<file path="src/inp_pkg.sv">
// constants for the interrupt nesting and pending control block
package inp_pkg;
    localparam int NSRC = 24;
    localparam int SIDX_W = 5;
    localparam int STK_DEPTH = 4;
    // register byte offsets on the bus
    localparam logic [7:0] OFS_PSW = 8'h00;
    localparam logic [7:0] OFS_REQ0L = 8'h04;
    localparam logic [7:0] OFS_REQ0H = 8'h08;
    localparam logic [7:0] OFS_REQ1L = 8'h0C;
    localparam logic [7:0] OFS_MSK0L = 8'h10;
    localparam logic [7:0] OFS_MSK0H = 8'h14;
    localparam logic [7:0] OFS_MSK1L = 8'h18;
    localparam logic [7:0] OFS_PRI0L = 8'h1C;
    localparam logic [7:0] OFS_PRI0H = 8'h20;
    localparam logic [7:0] OFS_PRI1L = 8'h24;
    localparam logic [7:0] OFS_EGR = 8'h28;
    localparam logic [7:0] OFS_EGF = 8'h2C;
    localparam logic [7:0] OFS_EGR_B = 8'h30;
    localparam logic [7:0] OFS_EGF_B = 8'h34;
    localparam logic [7:0] OFS_STAT = 8'h38;
    // status word field positions and reset values
    localparam int PSW_IE_BIT = 7;
    localparam int PSW_ISP_BIT = 1;
    localparam logic [7:0] PSW_RESET = 8'h02;
    localparam logic [7:0] MSK_RESET = 8'hFF;
    localparam logic [7:0] PRI_RESET = 8'hFF;
    localparam logic [7:0] REQ_RESET = 8'h00;
    localparam logic [7:0] EDGE_RESET = 8'h00;
    // bus responses
    localparam logic [1:0] RESP_OKAY = 2'b00;
    localparam logic [1:0] RESP_SLVERR = 2'b10;
endpackage

</file>
<file path="src/inp_ctrl.sv">
// interrupt acknowledge, nesting and pending control with register slave
//
// How it works
// - enable and in-service flags live inside the status word register
// - in-service flag 0 means high level served, 1 means idle or low
// - enable flag 0 blocks maskable acknowledge, 1 allows it
// - per-source priority bits in three byte registers, 0 high, 1 low
// - nesting a maskable request needs the enable flag set again by EI
// - lower priority request waits pending until after return plus one instr
// - with enable clear, new maskable requests wait until after return
// - status word and EI/DI/return instructions defer acknowledge one instr
// - writes to request, mask, priority or edge registers also defer
// - break itself does not defer but clears enable, blocking maskables
// - non-maskable request is taken even after break cleared enable
// - request flags set regardless of the source priority bit
// - acknowledge saves status word, clears enable; maskable one also copies priority bit
// - only break nests while a non-maskable service is running
// - high service nests only high requests, low service any, soft service per the in-service flag it entered with
// - high priority pending first, ties by lowest source index
`timescale 1ns/1ps
`default_nettype none
module inp_ctrl (
    // clock and reset
    input wire logic aclk,
    input wire logic aresetn,
    // register bus write side
    input wire logic [7:0] awaddr,
    input wire logic awvalid,
    output logic awready,
    input wire logic [31:0] wdata,
    input wire logic [3:0] wstrb,
    input wire logic wvalid,
    output logic wready,
    output logic [1:0] bresp,
    output logic bvalid,
    input wire logic bready,
    // register bus read side
    input wire logic [7:0] araddr,
    input wire logic arvalid,
    output logic arready,
    output logic [31:0] rdata,
    output logic [1:0] rresp,
    output logic rvalid,
    input wire logic rready,
    // instruction sequencer
    input wire logic instr_done,
    input wire logic instr_defer,
    input wire logic ei_exec,
    input wire logic di_exec,
    input wire logic brk_exec,
    input wire logic ret_exec,
    input wire logic psw_load,
    input wire logic [7:0] psw_load_data,
    // request sources
    input wire logic [23:0] src_req,
    input wire logic nmi_req,
    // acknowledge towards sequencer
    output logic ack_valid,
    output logic ack_nmi,
    output logic ack_soft,
    output logic [4:0] ack_source,
    output logic [7:0] saved_psw,
    output logic [7:0] program_status_word,
    // edge selection towards external pin detectors
    output logic [7:0] rising_edge_select_reg,
    output logic [7:0] falling_edge_select_reg,
    output logic [7:0] rising_edge_select_reg_b,
    output logic [7:0] falling_edge_select_reg_b
);

    // lowest set bit index and presence flag
    function automatic logic [5:0] first_set(input logic [23:0] v);
        logic [5:0] r;
        r = 6'h00;
        for (int i = inp_pkg::NSRC - 1; i >= 0; i--)
        begin
            if (v[i])
            begin
                r = {1'b1, 5'(i)};
            end
        end
        return r;
    endfunction

    ////////////////////////////////////////////////////////////////////////
    // state
    logic [23:0] req_flags;
    logic [23:0] mask_bits;
    logic [23:0] prio_bits;
    logic nmi_pend;
    logic reg_touch;
    logic [inp_pkg::STK_DEPTH-1:0] nmi_stack;
    logic aw_held;
    logic w_held;
    logic [7:0] aw_addr_q;
    logic [7:0] w_data_q;
    logic w_en_q;

    ////////////////////////////////////////////////////////////////////////
    // acknowledge decision
    wire logic ie = program_status_word[inp_pkg::PSW_IE_BIT];
    wire logic in_service_priority_flag = program_status_word[inp_pkg::PSW_ISP_BIT];
    wire logic in_nmi = nmi_stack[0];
    wire logic [23:0] pend = req_flags & ~mask_bits;
    wire logic [23:0] pend_hi = pend & ~prio_bits;
    wire logic [5:0] pick_hi = first_set(pend_hi);
    wire logic [5:0] pick_any = first_set(pend);
    wire logic [5:0] pick = pick_hi[5] ? pick_hi : pick_any;
    wire logic pick_prio = prio_bits[pick[4:0]];
    // boundary at which a request acknowledge may happen; break bypasses it
    wire logic slot = instr_done & ~instr_defer & ~reg_touch
        & ~brk_exec & ~in_nmi;
    wire logic take_nmi = slot & nmi_pend;
    wire logic take_mask = slot & ~nmi_pend & pick[5] & ie
        & (in_service_priority_flag | ~pick_prio);
    wire logic take_brk = instr_done & brk_exec;
    wire logic take_any = take_nmi | take_mask | take_brk;

    ////////////////////////////////////////////////////////////////////////
    // bus decode
    wire logic wr_go = aw_held & w_held & ~bvalid;
    wire logic [7:0] wa = aw_addr_q;
    wire logic wr_req0l = wr_go & w_en_q & (wa == inp_pkg::OFS_REQ0L);
    wire logic wr_req0h = wr_go & w_en_q & (wa == inp_pkg::OFS_REQ0H);
    wire logic wr_req1l = wr_go & w_en_q & (wa == inp_pkg::OFS_REQ1L);
    wire logic wr_irq_reg = wr_go & (wa >= inp_pkg::OFS_REQ0L)
        & (wa <= inp_pkg::OFS_EGF_B) & (wa[1:0] == 2'b00);
    wire logic wr_ok = wr_go & ((wa[1:0] == 2'b00) & (wa <= inp_pkg::OFS_STAT));
    wire logic [7:0] wd = w_data_q;
    wire logic rd_go = arvalid & arready;
    wire logic rd_ok = (araddr[1:0] == 2'b00) & (araddr <= inp_pkg::OFS_STAT);
    logic [7:0] rd_mux;
    wire logic [7:0] stat_word = {4'h0, nmi_pend, in_nmi, in_service_priority_flag, ie};

    // read data selection
    always_comb
    begin
        case (araddr)
            inp_pkg::OFS_PSW: rd_mux = program_status_word;
            inp_pkg::OFS_REQ0L: rd_mux = req_flags[7:0];
            inp_pkg::OFS_REQ0H: rd_mux = req_flags[15:8];
            inp_pkg::OFS_REQ1L: rd_mux = req_flags[23:16];
            inp_pkg::OFS_MSK0L: rd_mux = mask_bits[7:0];
            inp_pkg::OFS_MSK0H: rd_mux = mask_bits[15:8];
            inp_pkg::OFS_MSK1L: rd_mux = mask_bits[23:16];
            inp_pkg::OFS_PRI0L: rd_mux = prio_bits[7:0];
            inp_pkg::OFS_PRI0H: rd_mux = prio_bits[15:8];
            inp_pkg::OFS_PRI1L: rd_mux = prio_bits[23:16];
            inp_pkg::OFS_EGR: rd_mux = rising_edge_select_reg;
            inp_pkg::OFS_EGF: rd_mux = falling_edge_select_reg;
            inp_pkg::OFS_EGR_B: rd_mux = rising_edge_select_reg_b;
            inp_pkg::OFS_EGF_B: rd_mux = falling_edge_select_reg_b;
            inp_pkg::OFS_STAT: rd_mux = stat_word;
            default: rd_mux = 8'h00;
        endcase
    end

    ////////////////////////////////////////////////////////////////////////
    // request flags: hardware set wins over software clear
    logic [23:0] sw_val;
    logic [23:0] sw_wen;
    logic [23:0] ack_clr;
    always_comb
    begin
        sw_val = {wd, wd, wd};
        sw_wen = {{8{wr_req1l}}, {8{wr_req0h}}, {8{wr_req0l}}};
        ack_clr = 24'h000000;
        if (take_mask)
        begin
            ack_clr[pick[4:0]] = 1'b1;
        end
    end
    wire logic [23:0] next_req = (((req_flags & ~sw_wen) | (sw_val & sw_wen))
        & ~ack_clr) | src_req;

    // request, nmi pending and touch flag
    always_ff @(posedge aclk)
    begin
        if (!aresetn)
        begin
            req_flags <= {3{inp_pkg::REQ_RESET}};
            nmi_pend <= 1'b0;
            reg_touch <= 1'b0;
        end
        else
        begin
            req_flags <= next_req;
            nmi_pend <= nmi_req | (nmi_pend & ~take_nmi);
            reg_touch <= wr_irq_reg | (reg_touch & ~instr_done);
        end
    end

    // mask, priority and edge selection registers
    always_ff @(posedge aclk)
    begin
        if (!aresetn)
        begin
            mask_bits <= {3{inp_pkg::MSK_RESET}};
            prio_bits <= {3{inp_pkg::PRI_RESET}};
            rising_edge_select_reg <= inp_pkg::EDGE_RESET;
            falling_edge_select_reg <= inp_pkg::EDGE_RESET;
            rising_edge_select_reg_b <= inp_pkg::EDGE_RESET;
            falling_edge_select_reg_b <= inp_pkg::EDGE_RESET;
        end
        else if (wr_go && w_en_q)
        begin
            case (wa)
                inp_pkg::OFS_MSK0L: mask_bits[7:0] <= wd;
                inp_pkg::OFS_MSK0H: mask_bits[15:8] <= wd;
                inp_pkg::OFS_MSK1L: mask_bits[23:16] <= wd;
                inp_pkg::OFS_PRI0L: prio_bits[7:0] <= wd;
                inp_pkg::OFS_PRI0H: prio_bits[15:8] <= wd;
                inp_pkg::OFS_PRI1L: prio_bits[23:16] <= wd;
                inp_pkg::OFS_EGR: rising_edge_select_reg <= wd;
                inp_pkg::OFS_EGF: falling_edge_select_reg <= wd;
                inp_pkg::OFS_EGR_B: rising_edge_select_reg_b <= wd;
                inp_pkg::OFS_EGF_B: falling_edge_select_reg_b <= wd;
                default: ;
            endcase
        end
    end

    ////////////////////////////////////////////////////////////////////////
    // status word next value
    logic [7:0] next_psw;
    always_comb
    begin
        next_psw = program_status_word;
        if (take_any)
        begin
            next_psw[inp_pkg::PSW_IE_BIT] = 1'b0;
            if (take_mask)
            begin
                next_psw[inp_pkg::PSW_ISP_BIT] = pick_prio;
            end
        end
        else if (psw_load)
        begin
            next_psw = psw_load_data;
        end
        else if (ei_exec)
        begin
            next_psw[inp_pkg::PSW_IE_BIT] = 1'b1;
        end
        else if (di_exec)
        begin
            next_psw[inp_pkg::PSW_IE_BIT] = 1'b0;
        end
    end

    // status word and service kind stack
    always_ff @(posedge aclk)
    begin
        if (!aresetn)
        begin
            program_status_word <= inp_pkg::PSW_RESET;
            nmi_stack <= '0;
        end
        else
        begin
            program_status_word <= next_psw;
            if (take_any)
            begin
                nmi_stack <= {nmi_stack[inp_pkg::STK_DEPTH-2:0], take_nmi};
            end
            else if (ret_exec)
            begin
                nmi_stack <= {1'b0, nmi_stack[inp_pkg::STK_DEPTH-1:1]};
            end
        end
    end

    // acknowledge outputs towards the sequencer
    always_ff @(posedge aclk)
    begin
        if (!aresetn)
        begin
            ack_valid <= 1'b0;
            ack_nmi <= 1'b0;
            ack_soft <= 1'b0;
            ack_source <= 5'h00;
            saved_psw <= 8'h00;
        end
        else
        begin
            ack_valid <= take_any;
            ack_nmi <= take_nmi;
            ack_soft <= take_brk;
            if (take_mask)
            begin
                ack_source <= pick[4:0];
            end
            if (take_any)
            begin
                saved_psw <= program_status_word;
            end
        end
    end

    ////////////////////////////////////////////////////////////////////////
    // bus write channel: address and data in either order
    always_ff @(posedge aclk)
    begin
        if (!aresetn)
        begin
            aw_held <= 1'b0;
            w_held <= 1'b0;
            aw_addr_q <= 8'h00;
            w_data_q <= 8'h00;
            w_en_q <= 1'b0;
            bvalid <= 1'b0;
            bresp <= inp_pkg::RESP_OKAY;
        end
        else
        begin
            if (awvalid && awready)
            begin
                aw_held <= 1'b1;
                aw_addr_q <= awaddr;
            end
            if (wvalid && wready)
            begin
                w_held <= 1'b1;
                w_data_q <= wdata[7:0];
                w_en_q <= wstrb[0];
            end
            if (wr_go)
            begin
                aw_held <= 1'b0;
                w_held <= 1'b0;
                bvalid <= 1'b1;
                bresp <= wr_ok ? inp_pkg::RESP_OKAY : inp_pkg::RESP_SLVERR;
            end
            else if (bvalid && bready)
            begin
                bvalid <= 1'b0;
            end
        end
    end

    // ready flags for write address and data
    always_ff @(posedge aclk)
    begin
        if (!aresetn)
        begin
            awready <= 1'b0;
            wready <= 1'b0;
        end
        else
        begin
            awready <= ~aw_held & ~(awvalid & awready) & ~bvalid;
            wready <= ~w_held & ~(wvalid & wready) & ~bvalid;
        end
    end

    // bus read channel
    always_ff @(posedge aclk)
    begin
        if (!aresetn)
        begin
            arready <= 1'b0;
            rvalid <= 1'b0;
            rdata <= 32'h00000000;
            rresp <= inp_pkg::RESP_OKAY;
        end
        else
        begin
            arready <= ~rvalid & ~rd_go;
            if (rd_go)
            begin
                rvalid <= 1'b1;
                rdata <= {24'h000000, rd_mux};
                rresp <= rd_ok ? inp_pkg::RESP_OKAY : inp_pkg::RESP_SLVERR;
            end
            else if (rvalid && rready)
            begin
                rvalid <= 1'b0;
            end
        end
    end

endmodule
`default_nettype wire

</file>
<file path="config.mk">
export PLATFORM = sky130hd
export DESIGN_NAME = inp_ctrl
export DESIGN_NICKNAME = d
export VERILOG_FILES = /design/src/inp_pkg.sv /design/src/inp_ctrl.sv
export SDC_FILE = /design/constraint.sdc
export NUM_CORES = 1
export LEC_CHECK = 0
export ABC_AREA = 1
export ABC_CLOCK_PERIOD_IN_PS = 5500
export BUFFER_PORTS_ARGS = -buffer_cell sky130_fd_sc_hd__buf_2
export CORE_MARGIN = 1
export CORE_UTILIZATION = 59
export DETAILED_ROUTE_END_ITERATION = 10
export PLACE_DENSITY = 0.86
export SLEW_MARGIN = 20
export SYNTH_ARGS = -nofsm -noshare
export SYNTH_HDL_FRONTEND = slang
export SYNTH_SLANG_ARGS = --single-unit
</file>
<file path="constraint.sdc">
create_clock -name aclk -period 5.5 [get_ports aclk]
set_input_delay 0.825 -clock aclk [delete_from_list [all_inputs] [get_ports aclk]]
set_output_delay 0.825 -clock aclk [all_outputs]
set_load 0.03 [all_outputs]
</file>
==> impl_metrics.tcl <==
set metrics [dict create \
    status "complete, no violations" \
    place_hpwl_mm 20.59 \
    maxSlewHeadroom 0.3176 \
    clk_pin_slew_ns 0.06 \
    hp-class "register to register" \
    regArea_um2 3363 \
    antennaDiodeCount 0 \
    maxCapViolCount 0 \
    rsz0062_at_grt "false" \
    grt-ovfl-total 0 \
    crit_slowest_cell "dfxtp_1" \
    insertion_delay_ns 0.43 \
    whs_ns 0.4502 \
    slew_viol_final 0 \
    grt.total_usage 0.3771 \
    synth_area_leader_cell "dfxtp_1" \
    post-place-ws_ns 1.962 \
    setup_viol 0 \
    grt_max_degree 105 \
    powerDensity_nw_per_um2 280.0 \
    switching_share 0.2783 \
    top_regs "mask_bits: 24 flops, prio_bits: 24 flops, req_flags: 24 flops" \
    post_cts_buffers 0 \
    arrival_ns 4.11 \
    path_max_fanout 43 \
    synth-edff-count 0 \
    finalHoldViolCount 0 \
    drc 0 \
    cts_buffers 17 \
    drt-vias-per-instance 5.759 \
    worstSetupStartpointType "register" \
    clkPwrFrac 0.430 \
    synthTopCellsByCount "nand2_1 (311), inv_1 (169), dfxtp_1 (168), nor2_1 (123), o21ai_0 (91)" \
    clkSinkCount 168 \
    cts_tree "done" \
    postSynthCellCount 1248 \
    first_global_vias 7759 \
    grt_pass1_wl_mm 41.61 \
    syn_to_final_growth_pct 14.82 \
    place_congestion 1.029 \
    synthDistinctLibCells 44 \
    fin_crit_sh 0.6813 \
    synth_area_leaders "dfxtp_1 (40%), nand2_1 (14%), inv_1 (7.5%)" \
    ys_seq_area_frac 0.3989 \
    fillers 1233 \
    end_kind "register" \
    critPathLaunch "req_flags[22]" \
    async_flop_share 0 \
    port_buffers 142 \
    yosysMostFrequentCell "nand2_1" \
    dr_total_vias 8961 \
    synth-seq-cells 168 \
    design.core.area_um2 13930 \
    p_leak_nw 4.939 \
    ios 196 \
    min_period_ns 3.747 \
    final_util 0.6948 \
    p_total_mw 2.711 \
    floorplan.rows 43 \
    comb_power_share 0.097 \
    wl_per_cell_um 17.92 \
    synth_area_um2 8432 \
    cts.path.max_buffers 2 \
    criticalPathCategory "register to register" \
    avgSynthCellArea_um2 6.756 \
    skew_ns 0.01017 \
    hp-start "rvalid" \
    worstPathRequired_ns 5.86 \
    yosysWarnings 0 \
    multiInputGateArea_um2 4141 \
    drive_gt1_frac 0.1446 \
    rr_startpoint "req_flags[22]" \
    max_freq_mhz 266.9 \
    cts_resized 0 \
    crit_path_max_incr_delay_ns 0.49 \
    peakVddDrop_mv 0.2406 \
    dr.first_iter.drc_count 1083 \
    dieWidth_um 121.5 \
    critical_path.most_common_cell "nand2_1" \
    fin_nets 1462 \
    tightest_slew_ns 1.024 \
    tns_ns 0 \
    fin_ws_ns 1.753 \
    synth_top_area_share 0.3989 \
    hold_buffers 0 \
    critical-path-top-delay-family "simple AND/OR/NAND/NOR gates" \
    root_buffer "clkbuf_16" \
    initial_core_util 0.6051 \
    htreeDepth 4 \
    p_seq_frac 0.473 \
    die_area_um2 14770 \
    switchingPower_mw 0.7546 \
    first_pass_iters 5 \
    intPower_mw 1.956 \
    detail-route-antenna-nets 0 \
    synth_flop_cell "dfxtp_1" \
    antenna_found_initial 0 \
    crit_buf_inv 0 \
    die_h_um 121.5 \
    routed_wl_mm 27.89 \
]
-- cell usage in the layout, fill, tap and decap left out, types with 2 or more instances in the layout --
cell       count
o2111ai_1      7
nor4_1         6
nor3_1        20
o21ai_1       19
nand2_2        2
o31ai_1        3
clkinv_4       3
nor4_4         2
inv_6          4
clkinv_2       3
inv_1        169
o22ai_1        8
inv_2          2
a21oi_1       84
nand2_4        4
nor2_2         3
nand4_1       20
and3_1         2
a221oi_1      12
clkbuf_16     17
nor2_1       123
o21ai_0       91
a22o_1         2
buf_2        142
nand3_1       26
nand2_1      311
buf_4          4
a31oi_1        3
inv_8          2
conb_1        26
or2_2          5
dfxtp_1      168
o211ai_1      53
o221ai_1       4
nand3_2        2
a211oi_1       9
-- layout make-up --
| type | count | share of cell area |
|---|---|---|
| multi-input combinational | 858 | 0.4278 |
| sequential | 168 | 0.3474 |
| timing repair buffer | 146 | 0.07651 |
| inverter | 172 | 0.06668 |
| clock buffer | 18 | 0.04433 |
| tap | 180 | 0.02326 |
| clock inverter | 14 | 0.01409 |
-- worst paths after layout --
| path | endpoint | slack [ns] | cells after the start |
|---|---|---|---|
| max | saved_psw[3] | 1.75 | 36 |
| min | arready | 0.45 | 1 |
| max reg2reg | saved_psw[3] | 1.75 | 36 |
| min reg2reg | arready | 0.45 | 1 |
-- power by group through the flow --
| stage | Clock, mW | Combinational (mW) | Sequential, mW |
|---|---|---|---|
| 3_3_place_gp | 0 | 0.248 | 1.31 |
| 4_1_cts | 1.17 | 0.254 | 1.28 |
| 6_report | 1.17 | 0.262 | 1.28 |
| 5_1_grt | 1.22 | 0.284 | 1.29 |
| 3_5_place_dp | 0 | 0.252 | 1.31 |
| 2_1_floorplan | 0 | 0.163 | 1.32 |
-- kinds of logic (layout without fill, tap and decap cells) --
logic type	Yosys count	in the layout	share of synthesized area
compound gates	302	302	0.2144
buf+inv	247	350	0.1246
flops	168	168	0.3989
other cells	1	26	0.0004447
simple gates	530	530	0.2616
-- routing by layer --
metal | routed length, µm | global-route usage | share of wire
met1 | 11460 | 0.5238 | 0.41
met2 | 12270 | 0.5540 | 0.44
met3 | 3095 | 0.08006 | 0.11
met4 | 1066 | 0.1829 | 0.038
met5 | 0 | 0 | 0
-- metrics by stage --
| stage | instances | cell area, µm² |
|---|---|---|
| finish | 1556 | 9682 |
| global route | 1556 | 9682 |
| CTS | 1556 | 9664 |
| detailed placement | 1524 | 9099 |
| global placement | 1524 | 9099 |
| floorplan | 1273 | 8526 |
Note: power is estimated with default switching activity, not from simulation.
